### src/ngp_consts.svh
// constants of the grouped interrupt priority controller
`ifndef NGP_CONSTS_SVH
`define NGP_CONSTS_SVH
`define NGP_OFF_RANK 8'h00
`define NGP_OFF_CLR 8'h04
`define NGP_OFF_HOLD 8'h08
`define NGP_OFF_MASK 8'h0c
`define NGP_OFF_MODE 8'h10
`define NGP_OFF_CTRL 8'h14
`define NGP_OFF_STAT 8'h18
`define NGP_RANK_RST 8'he4
`define NGP_MASK_RST 15'h7fff
`define NGP_PIN_SRC 15'h1177
`define NGP_CODE_BASE 16'hfe00
`define NGP_VEC_BASE0 32'hfffffe00
`define NGP_VEC_BASE1 32'hfe000000
`define NGP_NMI_CODE 16'hffd0
`define NGP_NMI_VEC 32'hffffffd0
`define NGP_NSRC 15
`endif

### src/ngp_pkg.sv
// types shared by the grouped interrupt priority controller
`default_nettype none
package ngp_pkg;
    typedef logic [14:0] ngp_src_t;
    typedef struct packed {
        logic np;
        logic ep;
        logic id;
        logic [3:0] lvl;
    } ngp_status_t;
endpackage
`default_nettype wire

### src/ngp_req_if.sv
// request hold and arbitration signals between the controller parts
`default_nettype none
interface ngp_req_if;
    import ngp_pkg::*;
    ngp_src_t hold;
    ngp_src_t mask;
    ngp_src_t mode;
    ngp_src_t clr_bits;
    logic clr_wr;
    logic acc;
    logic [3:0] acc_src;
    logic [7:0] rank;
    logic cand;
    logic [3:0] cand_slot;
    logic [3:0] cand_src;
    modport sns(input mode, clr_wr, clr_bits, acc, acc_src, output hold);
    modport arb(input hold, mask, rank, output cand, cand_slot, cand_src);
    modport ctl(output mode, mask, rank, clr_wr, clr_bits, acc, acc_src,
        input hold, cand, cand_slot, cand_src);
endinterface
`default_nettype wire

### src/ngp_arb.sv
// picks the highest ranked pending unmasked request
`default_nettype none
module ngp_arb (
    ngp_req_if.arb ri
);
    import ngp_pkg::*;

    // slot is group rank in the upper pair, fixed in-group place below
    function automatic logic [3:0] ngp_slot(input logic [7:0] rank,
        input int unsigned s);
        ngp_slot = {rank[(s / 4) * 2 +: 2], 2'(s % 4)};
    endfunction

    logic [3:0] slot [15];
    ngp_src_t live;

    assign live = ri.hold & ~ri.mask;

    genvar i;
    generate
        for (i = 0; i < 15; i++) begin : g_slot
            assign slot[i] = ngp_slot(ri.rank, i);
        end
    endgenerate

    always_comb begin
        ri.cand = 1'b0;
        ri.cand_slot = 4'h0;
        ri.cand_src = 4'h0;
        for (int k = 0; k < 15; k++) begin
            if (live[k] && (!ri.cand || slot[k] > ri.cand_slot)) begin
                ri.cand = 1'b1;
                ri.cand_slot = slot[k];
                ri.cand_src = 4'(k);
            end
        end
    end
endmodule
`default_nettype wire

### src/ngp_sense.sv
// request capture: edge or level sensing and held requests
`default_nettype none
`include "ngp_consts.svh"
module ngp_sense (
    input wire logic clk,
    input wire logic reset,
    input wire ngp_pkg::ngp_src_t src,
    ngp_req_if.sns ri
);
    import ngp_pkg::*;
    typedef struct packed {
        ngp_src_t prev;
        ngp_src_t hold;
    } ngp_sense_st_t;
    ngp_sense_st_t q;
    ngp_sense_st_t d;
    ngp_src_t lvl;
    ngp_src_t rise;
    ngp_src_t clr_eff;
    ngp_src_t clr_only;

    // on-chip sources stay edge whatever the mode bit says
    assign lvl = ri.mode & `NGP_PIN_SRC;
    assign rise = src & ~q.prev;
    assign clr_only = clr_eff & ~rise;

    genvar i;
    generate
        for (i = 0; i < `NGP_NSRC; i++) begin : g_src
            assign clr_eff[i] = ~lvl[i] & ((ri.clr_wr & ri.clr_bits[i]) |
                (ri.acc & (ri.acc_src == 4'(i))));
        end
    endgenerate

    always_comb begin
        d = q;
        d.prev = src;
        // a new edge wins over a clear in the same cycle
        d.hold = (lvl & src) | (~lvl & ((q.hold & ~clr_eff) | rise));
    end

    always_ff @(posedge clk) begin
        if (reset) begin
            q <= '0;
        end else begin
            q <= d;
        end
    end

    assign ri.hold = q.hold;
endmodule
`default_nettype wire

### src/ngp_top.sv
// non-maskable and grouped maskable interrupt acceptance unit
//
// How it works
// - non-maskable request taken despite disable, above all, ignores group ranks
// - non-maskable request waits while busy flag set, taken once cleared
// - non-maskable entry saves pc and status into fatal save registers
// - fifteen maskable sources, each with its own mask bit
// - simultaneous maskable requests are taken one at a time by priority
// - maskable taking blocked by busy, exception-hold or disable flag
// - request level below accept level is refused; level 15 never
// - maskable entry sets disable and exception-hold, accept level n+1, level 15 stays 15
// - maskable entry saves pc and status into interrupt save registers
// - masked or blocked requests stay pending until allowed
// - four groups, three of four and the last of three; fixed order inside, ranked between groups
// - on-chip sources edge only; pin sources edge or level
// - rank register holds four 2-bit rank fields, 11 highest
// - code fe00 plus 16 per slot; handler at either vector base
// - normal return for all but fatal; fatal uses the fatal return
// - clear bit drops held edge request; level not cleared; reads 0
// - rank register resets to e4 for the standard slot mapping
// - mask bit 1 blocks its source; all masks reset to 1
//
// Design decisions made here: the address-and-strobe port and the register offsets.
`default_nettype none
`include "ngp_consts.svh"
module ngp_top (
    input wire logic clk,
    input wire logic reset,
    input wire logic [7:0] reg_addr,
    input wire logic [31:0] reg_wdata,
    input wire logic reg_wr,
    input wire logic reg_rd,
    output logic [31:0] reg_rdata,
    input wire ngp_pkg::ngp_src_t src_req,
    input wire logic nmi_pin_n,
    input wire logic nmi_int,
    input wire logic [31:0] cpu_pc,
    input wire logic return_from_trap,
    input wire logic fatal_return,
    input wire logic sysreg_load,
    input wire ngp_pkg::ngp_status_t sysreg_status,
    output logic take_valid,
    output logic take_nmi,
    output logic [15:0] take_code,
    output logic [31:0] take_addr,
    output logic [31:0] fatal_save_pc,
    output ngp_pkg::ngp_status_t fatal_save_status,
    output logic [31:0] irq_save_pc,
    output ngp_pkg::ngp_status_t irq_save_status,
    output ngp_pkg::ngp_status_t status,
    output logic offer_valid,
    output logic [3:0] offer_level,
    output logic [15:0] offer_code
);
    import ngp_pkg::*;

    // ==========================================================
    // state
    // ==========================================================
    typedef struct packed {
        logic [7:0] rank;
        ngp_src_t mask;
        ngp_src_t mode;
        logic vbase;
        ngp_status_t st;
        logic [31:0] fpc;
        ngp_status_t fst;
        logic [31:0] ipc;
        ngp_status_t ist;
        logic nmi_pend;
        logic nmi_pin_q;
        logic [31:0] rdata;
        logic take;
        logic take_nmi;
        logic [15:0] code;
        logic [31:0] addr;
        logic ovalid;
        logic [3:0] olevel;
        logic [15:0] ocode;
    } ngp_top_st_t;

    ngp_top_st_t q;
    ngp_top_st_t d;
    logic nmi_edge;
    logic cpu_evt;
    logic irq_block;
    logic lvl_ok;
    logic nmi_go;
    logic irq_go;

    ngp_req_if ri ();

    function automatic logic [15:0] ngp_code(input logic [3:0] slot);
        ngp_code = `NGP_CODE_BASE + {8'h00, slot, 4'h0};
    endfunction

    // ==========================================================
    // request capture and arbitration
    // ==========================================================
    ngp_sense u_sense (
        .clk(clk),
        .reset(reset),
        .src(src_req),
        .ri(ri.sns)
    );

    ngp_arb u_arb (
        .ri(ri.arb)
    );

    assign ri.mask = q.mask;
    assign ri.mode = q.mode;
    assign ri.rank = q.rank;
    assign ri.clr_wr = reg_wr && (reg_addr == `NGP_OFF_CLR);
    assign ri.clr_bits = reg_wdata[14:0];
    assign ri.acc = irq_go;
    assign ri.acc_src = ri.cand_src;

    // ==========================================================
    // acceptance decisions
    // ==========================================================
    // falling pin edge or internal pulse raises the pending flag
    assign nmi_edge = (q.nmi_pin_q & ~nmi_pin_n) | nmi_int;
    // a status change by the cpu takes the cycle; entry waits one
    assign cpu_evt = return_from_trap | fatal_return | sysreg_load;
    assign irq_block = q.st.np | q.st.ep | q.st.id;
    assign lvl_ok = ri.cand_slot >= q.st.lvl;
    assign nmi_go = q.nmi_pend & ~q.st.np & ~cpu_evt;
    assign irq_go = ri.cand & ~irq_block & lvl_ok & ~nmi_go &
        ~cpu_evt;

    always_comb begin
        d = q;
        d.take = 1'b0;
        d.take_nmi = 1'b0;
        d.nmi_pin_q = nmi_pin_n;
        d.nmi_pend = nmi_edge | (q.nmi_pend & ~nmi_go);

        // status updates from the cpu
        if (sysreg_load) begin
            d.st = sysreg_status;
        end else if (fatal_return) begin
            d.st = q.fst;
        end else if (return_from_trap) begin
            d.st = q.st.np ? q.fst : q.ist;
        end

        // non-maskable entry
        if (nmi_go) begin
            d.fpc = cpu_pc;
            d.fst = q.st;
            d.st.np = 1'b1;
            d.st.id = 1'b1;
            d.take = 1'b1;
            d.take_nmi = 1'b1;
            d.code = `NGP_NMI_CODE;
            d.addr = `NGP_NMI_VEC;
        end

        // maskable entry
        if (irq_go) begin
            d.ipc = cpu_pc;
            d.ist = q.st;
            d.st.id = 1'b1;
            d.st.ep = 1'b1;
            if (ri.cand_slot == 4'hf) begin
                d.st.lvl = 4'hf;
            end else begin
                d.st.lvl = ri.cand_slot + 4'h1;
            end
            d.take = 1'b1;
            d.code = ngp_code(ri.cand_slot);
            d.addr = (q.vbase ? `NGP_VEC_BASE1 : `NGP_VEC_BASE0) +
                {24'h000000, ri.cand_slot, 4'h0};
        end

        // offer of the best pending request
        d.ovalid = ri.cand;
        d.olevel = ri.cand_slot;
        d.ocode = ngp_code(ri.cand_slot);

        // ======================================================
        // register writes
        // ======================================================
        if (reg_wr) begin
            unique case (reg_addr)
                `NGP_OFF_RANK: begin
                    d.rank = reg_wdata[7:0];
                end
                `NGP_OFF_MASK: begin
                    d.mask = reg_wdata[14:0];
                end
                `NGP_OFF_MODE: begin
                    // on-chip sources keep a cleared mode bit
                    d.mode = reg_wdata[14:0] & `NGP_PIN_SRC;
                end
                `NGP_OFF_CTRL: begin
                    d.vbase = reg_wdata[0];
                end
                default: begin
                end
            endcase
        end

        // ======================================================
        // register reads, data valid in the next cycle only
        // ======================================================
        d.rdata = 32'h00000000;
        if (reg_rd) begin
            unique case (reg_addr)
                `NGP_OFF_RANK: begin
                    d.rdata = {24'h000000, q.rank};
                end
                `NGP_OFF_HOLD: begin
                    d.rdata = {17'h0, ri.hold};
                end
                `NGP_OFF_MASK: begin
                    d.rdata = {16'h0000, 1'b1, q.mask};
                end
                `NGP_OFF_MODE: begin
                    d.rdata = {17'h0, q.mode};
                end
                `NGP_OFF_CTRL: begin
                    d.rdata = {31'h0, q.vbase};
                end
                `NGP_OFF_STAT: begin
                    d.rdata = {24'h000000, q.nmi_pend, q.st};
                end
                default: begin
                    d.rdata = 32'h00000000;
                end
            endcase
        end
    end

    always_ff @(posedge clk) begin
        if (reset) begin
            q <= '0;
            q.rank <= `NGP_RANK_RST;
            q.mask <= `NGP_MASK_RST;
            q.nmi_pin_q <= 1'b1;
        end else begin
            q <= d;
        end
    end

    // ==========================================================
    // outputs
    // ==========================================================
    assign reg_rdata = q.rdata;
    assign take_valid = q.take;
    assign take_nmi = q.take_nmi;
    assign take_code = q.code;
    assign take_addr = q.addr;
    assign fatal_save_pc = q.fpc;
    assign fatal_save_status = q.fst;
    assign irq_save_pc = q.ipc;
    assign irq_save_status = q.ist;
    assign status = q.st;
    assign offer_valid = q.ovalid;
    assign offer_level = q.olevel;
    assign offer_code = q.ocode;
endmodule
`default_nettype wire

### config.mk
export PLATFORM = sky130hd
export DESIGN_NAME = ngp_top
export DESIGN_NICKNAME = d
export VERILOG_FILES = /design/src/ngp_pkg.sv /design/src/ngp_req_if.sv /design/src/ngp_arb.sv /design/src/ngp_sense.sv /design/src/ngp_top.sv
export VERILOG_INCLUDE_DIRS = /design/src
export SDC_FILE = /design/constraint.sdc
export NUM_CORES = 1
export LEC_CHECK = 0
export BUFFER_PORTS_ARGS = -buffer_cell sky130_fd_sc_hd__buf_4
export CORE_ASPECT_RATIO = 1.25
export CORE_MARGIN = 8
export CORE_UTILIZATION = 53
export DETAILED_ROUTE_END_ITERATION = 12
export PLACE_DENSITY = 0.84
export SKIP_CTS_REPAIR_TIMING = 1
export SLEW_MARGIN = 10
export SYNTH_ARGS = -nofsm -noshare
export SYNTH_HDL_FRONTEND = slang
export SYNTH_SLANG_ARGS = --single-unit
### constraint.sdc
create_clock -name clk -period 18.1 [get_ports clk]
set_input_delay 0.905 -clock clk [delete_from_list [all_inputs] [get_ports clk]]
set_output_delay 0.905 -clock clk [all_outputs]
set_load 0.01 [all_outputs]
# After elaboration in Yosys (flattened, before gate mapping)
# Index checks and enable logic that the tools add are counted.
op_classes:
  n_reduce_logical: 54
  addsub: 3
  bitwise: 92
  muxes: 57
  magnitude_cmp: 15
  eq_ne: 21
ops:
  columns: ["op", "count"]
  rows:
  - ["16-bit case mux with 6 select lines", 1]
  - ["4-bit two-way mux", 23]
  - ["15-bit AND", 4]
  - ["4-bit greater-than comparator", 14]
  - ["50-bit two-way mux", 1]
  - ["48-bit two-way mux", 1]
  - ["1-bit AND", 46]
  - ["15-bit NOT", 3]
  - ["4-bit equality test, second input constant", 8]
  - ["15-bit OR", 2]
  - ["7-bit two-way mux", 4]
  - ["26-bit by 9-bit adder with 27-bit output", 1]
  - ["25-bit two-way mux", 1]
  - ["8-bit by 5-bit equality test with 1-bit output, second input constant", 3]
  - ["1-bit OR", 21]
  - ["1-bit two-way mux", 19]
  - ["4-bit by 3-bit equality test with 1-bit output, second input constant", 4]
  - ["8-bit by 4-bit equality test with 1-bit output, second input constant", 2]
  - ["13-bit by 15-bit AND with 15-bit output", 1]
  - ["1-bit logical AND", 15]
  - ["13-bit NOT with 15-bit output", 1]
  - ["1-bit logical NOT", 14]
  - ["1-bit logical OR", 14]
  - ["1-bit NOT", 14]
  - ["other kinds (16)", 25]
word_totals:
  inputBits: 103
  regBits: 252
  wordCells: 272

# Depth between registers and ports, before layout
# Gate-level depths: netlist of the first run.
logic_depth:
  ltp_word: 71
  mapped_depth: 96
  ltp_nobuf: 94

# By module
# From an unflattened synthesis of the first run, not the netlist that was laid out.
hier_totals:
  hier_cells: 1269
  hier_area_um2: 10312.4
by_module_without_submodules:
  columns: ["mod", "area_per_inst_um2", "cells_per_inst", "instances", "seq_area_each_um2"]
  rows:
  - ["ngp_top", 7240.7, 878, 1, 3002.9]
  - ["ngp_arb", 1790.5, 240, 1, 0.0]
  - ["ngp_sense", 1281.2, 151, 1, 600.6]

# Worst setup path before layout of the first run
# No wires, ideal clock.
synth_path:
  kind: "reg2reg"
  start: "register, netlist name ri.mask[3]"
  end: "register u_sense.q (netlist bit u_sense.ri.hold[0])"
  path_slack_ns: 2.051
  n_path_buf: 2
  stages_incl_launch_ff: 89
  t_required_ns: 17.983
  arrival_ns: 15.932
  cell_sequence: "dfxtp_1 nand2b_1 buf_4 nand4_2 and2_1 inv_1 ha_1 a21oi_1 a21o_1 a21oi_2 nor2_1 a21oi_1 ha_1 a21oi_1 o31ai_1 o22ai_1 a21oi_1 nor2_1 [... 53 more ...] a21bo_2 and2_1 ha_1 a21oi_1 or2_2 a21oi_1 or2_1 a211oi_4 nand3_2 o21bai_1 inv_1 ha_1 a21o_1 a21oi_1 nor4_1 clkbuf_1 nand3_1 a22o_1"
synth_lines:
  columns: ["element", "line", "text"]
  rows:
  - ["end signal: assignment", "ngp_sense.sv:44", "q <= '0;"]
  - ["end signal: assignment", "ngp_sense.sv:46", "q <= d;"]
  - ["end: declaration", "ngp_sense.sv:15", "ngp_sense_st_t q;"]

==> out/results.ini, run 1 <==
[clock_tree]
clock-sinks = 180
clockBufferDepth = 2
numCtsBuffers = 17
cts_tree = built
root_buffer = clkbuf_16
htree_levels = 4
insertion_delay_ns = 0.43
path_clk_slew_ns = 0.08

[sta]
setup_viol_count_final = 0
skew_ns = 0.0161
hold_viol = 0
fin_setup_tns_ns = 0
fin_crit_ns = 16.95
tightest_slew_ns = 1.28
timing.fmax_ghz = 0.0590
slew_headroom = 0.141
hold_slack_ns = 0.456
maxSlewViolCount = 0
fin_crit_sh = 0.936

[synth]
netlist_top_cells_area = dfxtp_1 36%, buf_4 14%, nand2_1 9.3%
synth_cells = 1264
ys.flop_type = dfxtp_1
synth_edf_count = 0
yosys_warnings = 0
synth_top_area_share = 0.359
synth_area_um2 = 10000
synth-seq-cells = 180
async_reset_ff_frac = 0
syn_avg_cell_area_um2 = 7.94
synthDistinctLibCells = 84
synth.largest_area_cell = dfxtp_1
yosysSeqAreaShare = 0.359

[global_routing]
antenna_found_initial = 0
grt_pass1_wl_um = 45400
grt_overflow_total = 0
gr-usage-all-layers = 0.240
grt_pass1_vias = 8648
grt_max_degree = 74

[cells_and_area]
nFillCells = 1572
layout_common_cells = 264 x buf_4, 248 x nand2_1, 180 x dfxtp_1
final_core_util = 0.620
layout.nets = 1476
diodes = 0
areaGrowthSynthToFinish_pct = 15.2
layout_commonest_cell = buf_4
drive_gt1_frac = 0.262

[critical_path]
crit_start = ri.mask[1]
rr_startpoint = ri.mask[1]
critical_path.max_fanout = 6
crit_arrival_ns = 17.29
worst_path_largest_cell_delay_ns = 0.62
crit_type = flip-flop to flip-flop
start_kind = flip-flop
end_kind = flip-flop
cpMaxStageDelayCell = or4_2
cp.required_ns = 18.44

[floorplanning]
dieArea_um2 = 23600
num_rows = 56
core_area_um2 = 18600
start_util = 0.538
die_w_um = 139
io_pins = 291
chipHeight_um = 170

[status]
status = complete, no violations

[hold_path]
hold_class = flip-flop to flip-flop
hold_start = irq_save_pc[22]

[route]
wl_met2_um = 15100
drc = 0
routed_wl_um = 29500
drt_first_pass_iters = 5
routed.top_layer = met4
antenna_left = 0
wl_met1_um = 11100
via_per_inst = 5.63
dr_wl_met3_um = 2480
wire_per_inst_um = 18.6
drt_iter0_drc = 563
vias = 8916

[power_and_ir_drop]
leakage_nw = 4.92
power.density_nw_per_um2 = 73.3
ir_drop_mv = 0.0629

[placed_design]
portBuffers = 244
gp_congestion = 0.943
dpl.hpwl_um = 22100

[flow_run]
drv_cap = 0

-- where the power goes --
group	leakage (nW)	switching, mW	internal, mW
sequential	1.46	0.00829	0.404
combinational	3.17	0.0346	0.0300
clock	0.290	0.183	0.188
-- area by class of cell --
cell class                 count  area, µm²  area share
multi-input combinational    840       4900       0.424
sequential                   180       3600       0.312
timing repair buffer         267       2030       0.176
clock buffer                  17        425      0.0368
tap                          232        290      0.0251
clock inverter                15        180      0.0156
inverter                      34        128      0.0110
-- kinds of logic after synthesis --
family,synth area share
buffers and inverters,0.172
AND/OR/NAND/NOR,0.217
other,0.000374
flip-flops,0.359
XOR/XNOR,0.000873
AO/OA/AOI/OAI,0.195
adder cells (fa/ha/maj),0.0412
multiplexers,0.0145
-- routing by layer --
metal | up-vias | global-route usage
met2 | 352 | 0.429
li1 | 4289 | -
met3 | 48 | 0.0785
met4 | 0 | 0.103
met5 | - | 0
met1 | 4227 | 0.255
-- final timing paths --
path / to / slack [ns] / cells after the start
max: status[2] / 1.15 / 87
min: irq_save_pc[22] / 0.46 / 2
max reg2reg: status[2] / 1.15 / 87
min reg2reg: irq_save_pc[22] / 0.46 / 2
-- synth_stat cells, types with 3 or more instances --
library cell	count
a2111oi_0	8
a2111oi_2	3
a211oi_1	5
a21o_1	14
a21oi_1	139
a222oi_1	8
a22o_1	8
a22oi_1	13
a31oi_1	12
a41o_1	3
and2_1	8
and3_1	11
buf_4	186
clkbuf_1	50
dfxtp_1	180
ha_1	33
inv_1	33
mux2i_1	10
nand2_1	248
nand2b_1	26
nand3_1	61
nor2_1	47
nor2b_1	24
nor3_1	23
o211ai_1	5
o21ai_0	18
o21ai_1	5
o221ai_1	3
o22ai_1	3
o31ai_1	4
-- stage by stage --
| stage | worst slack, ns | power, mW | cells | instance area, µm² |
|---|---|---|---|---|
| after floorplan | 2.05 | 0.461 | 1292 | 10100 |
| after global placement | 0.326 | 0.484 | 1549 | 10800 |
| after detailed placement | 0.101 | 0.485 | 1549 | 10800 |
| after CTS | -0.0000799 | 0.852 | 1581 | 11500 |
| after global routing | -0.0231 | 0.874 | 1585 | 11600 |
| final | 1.15 | 0.847 | 1585 | 11600 |
-- registers in the layout, indices dropped and copies added, names as in the netlist --
name / count
take_addr: 1
offer_level: 3
fatal_save_pc: 32
take_valid: 1
ri.rank: 8
fatal_save_status: 7
take_code: 6
offer_valid: 1
u_sense.q: 15
q: 3
take_nmi: 1
offer_code: 2
reg_rdata: 16
u_sense.ri.hold: 15
ri.mode: 8
ri.mask: 15
status: 7
irq_save_pc: 32
irq_save_status: 7
-- worst max-delay path, delay by kind of cell, from the launching register on --
family                     cells  cell delay [ns]
and+or+nand+nor               23             4.12
muxes                          3             0.60
DFF                            1             0.38
AOI/OAI and AO/OA             45             7.83
adders and majority gates     12             3.52
buffers and inverters          4             0.39
Note: power is estimated with default switching activity, not from simulation.
==> run 2, diff against run 1 <==
MAX_ROUTING_LAYER = met4   (was unset)
==> out/results.ini, run 2 (same netlist as run 1, synthesis figures left out) <==
[status]
status = complete, no violations  ; unchanged

[clock_tree]
path_clk_slew_ns = 0.07  ; was 0.08 ns
root_buffer = clkbuf_16  ; unchanged
clockBufferDepth = 2  ; unchanged
insertion_delay_ns = 0.43  ; about the same
numCtsBuffers = 17  ; unchanged
cts_tree = built  ; unchanged
htree_levels = 4  ; unchanged
clock-sinks = 180  ; unchanged

[global_routing]
antenna_found_initial = 0  ; unchanged
grt_max_degree = 81  ; was 74
gr-usage-all-layers = 0.250  ; was 0.240
grt_pass1_wl_um = 46200  ; was 45400 µm
grt_pass1_vias = 8891  ; was 8648
grt_overflow_total = 0  ; unchanged

[sta]
setup_viol_count_final = 0  ; unchanged
timing.final.ws_setup_ns = 1.13  ; was 1.15 ns
slew_headroom = 0.137  ; was 0.141
skew_ns = 0.0134  ; was 0.0161 ns
hold_slack_ns = 0.455  ; was 0.456 ns
maxSlewViolCount = 0  ; unchanged
fin_crit_sh = 0.938  ; was 0.936
timing.fmax_ghz = 0.0589  ; was 0.0590 GHz
hold_viol = 0  ; unchanged
fin_crit_ns = 16.97  ; was 16.95 ns
tightest_slew_ns = 1.29  ; was 1.28 ns

[route]
wire_per_inst_um = 18.9  ; was 18.6 µm
antenna_left = 0  ; unchanged
drt_iter0_drc = 696  ; was 563
vias = 8918  ; was 8916
via_per_inst = 5.63  ; about the same
drc = 0  ; unchanged
routed_wl_um = 29900  ; was 29500 µm
drt_first_pass_iters = 5  ; unchanged

[power_and_ir_drop]
p_int_mw = 0.632  ; was 0.622 mW
leakage_nw = 4.90  ; was 4.92 nW
power.switching_mw = 0.217  ; was 0.226 mW
ir_drop_mv = 0.0655  ; was 0.0629 mV
power_frac_clock = 0.438  ; was 0.437
combPwrFrac = 0.076  ; about the same
netSwitchingFraction = 0.255  ; was 0.266
power.density_nw_per_um2 = 73.8  ; was 73.3 nW/µm²
seqPwrFrac = 0.486  ; was 0.487

[placed_design]
dpl.hpwl_um = 22500  ; was 22100 µm
pre_cts_slack_ns = 0.249  ; was 0.101 ns
dp_cells = 1549  ; unchanged
gp_congestion = 0.911  ; was 0.943
portBuffers = 244  ; unchanged
placed_cell_area_um2 = 10800  ; about the same

[flow_run]
drv_cap = 0  ; unchanged

[critical_path]
start_kind = flip-flop  ; unchanged
critical_path.max_fanout = 7  ; was 6
crit_arrival_ns = 17.32  ; was 17.29 ns
cpMaxStageDelayCell = or4_2  ; unchanged
end_kind = flip-flop  ; unchanged
crit_type = flip-flop to flip-flop  ; unchanged
cp.required_ns = 18.44  ; about the same
worst_path_largest_cell_delay_ns = 0.60  ; was 0.62 ns
cpMostUsedCell = ha_1

[floorplanning]
start_util = 0.538  ; unchanged
io_pins = 291  ; unchanged
chipHeight_um = 170  ; unchanged
die_w_um = 139  ; unchanged
num_rows = 56  ; unchanged
dieArea_um2 = 23600  ; unchanged
core_area_um2 = 18600  ; unchanged

[cells_and_area]
nFillCells = 1621  ; was 1572
areaGrowthSynthToFinish_pct = 14.6  ; was 15.2%
diodes = 0  ; unchanged
layout_commonest_cell = buf_4  ; unchanged
stdcell_area_um2 = 11500  ; was 11600 µm²
finalNonFillerCells = 1583  ; was 1585
multi_input_area_um2 = 4890  ; was 4900 µm²
layout.nets = 1474  ; was 1476
regArea_um2 = 3600  ; unchanged
layout_common_cells = 264 x buf_4, 248 x nand2_1, 180 x dfxtp_1  ; unchanged
drive_gt1_frac = 0.260  ; was 0.262

[hold_path]
hold_class = flip-flop to flip-flop  ; unchanged

==> run 2: cell count changes in the layout (fill, tap and decap cells not counted), sizes merged <==
cell	before	now
clkinv	7	4
bufinv	0	1
inv	41	42
buf	267	265
clkbuf	17	18
==> run 2: cell type report <==
type | count | area share
Sequential cell | 180 | 0.313
Multi-Input combinational cell | 840 | 0.425
Clock buffer | 18 | 0.0373
Clock inverter | 14 | 0.0140
Timing Repair Buffer | 265 | 0.174
Tap cell | 232 | 0.0252
Inverter | 34 | 0.0111
==> run 2: per-layer routing <==
layer  routed length [µm]  GRT usage
met1                11100      0.265
met4                 1030      0.115
met5                    0          -
met3                 2480     0.0673
met2                15300      0.433
==> run 2: power by group through the flow <==
stage          logic (mW)  registers (mW)  clock network [mW]
2_1_floorplan      0.0428           0.418                   0
3_3_place_gp       0.0626           0.421                   0
3_5_place_dp       0.0638           0.421                   0
4_1_cts            0.0640           0.412               0.375
5_1_grt            0.0694           0.414               0.393
6_report           0.0644           0.413               0.371
==> run 2: final timing paths <==
| path | startpoint | end | slack (ns) | cells after the start |
|---|---|---|---|---|
| hold / removal | fatal_save_pc[29] | fatal_save_pc[29] | 0.46 | 2 |
| setup / recovery | ri.mask[1] | status[2] | 1.13 | 87 |
| hold reg to reg | fatal_save_pc[29] | fatal_save_pc[29] | 0.46 | 2 |
| setup reg to reg | ri.mask[1] | status[2] | 1.13 | 87 |
==> run 2: metrics by stage <==
stage,power [mW],setup TNS [ns],util
finish,0.848,0,0.617
global route,0.876,-0.114,0.617
detailed placement,0.485,0,0.581
floorplan,0.461,0,-
global placement,0.483,0,0.581
CTS,0.851,0,0.613
==> run 2: worst max-delay path, delay by kind of cell (launching register included) <==
kind | cells | cell delay, ns
AO/OA/AOI/OAI | 44 | 7.79
adder cells (fa/ha/maj) | 12 | 3.38
buffers and inverters | 3 | 0.32
flip-flops | 1 | 0.34
multiplexers | 3 | 0.72
AND/OR/NAND/NOR | 25 | 4.34
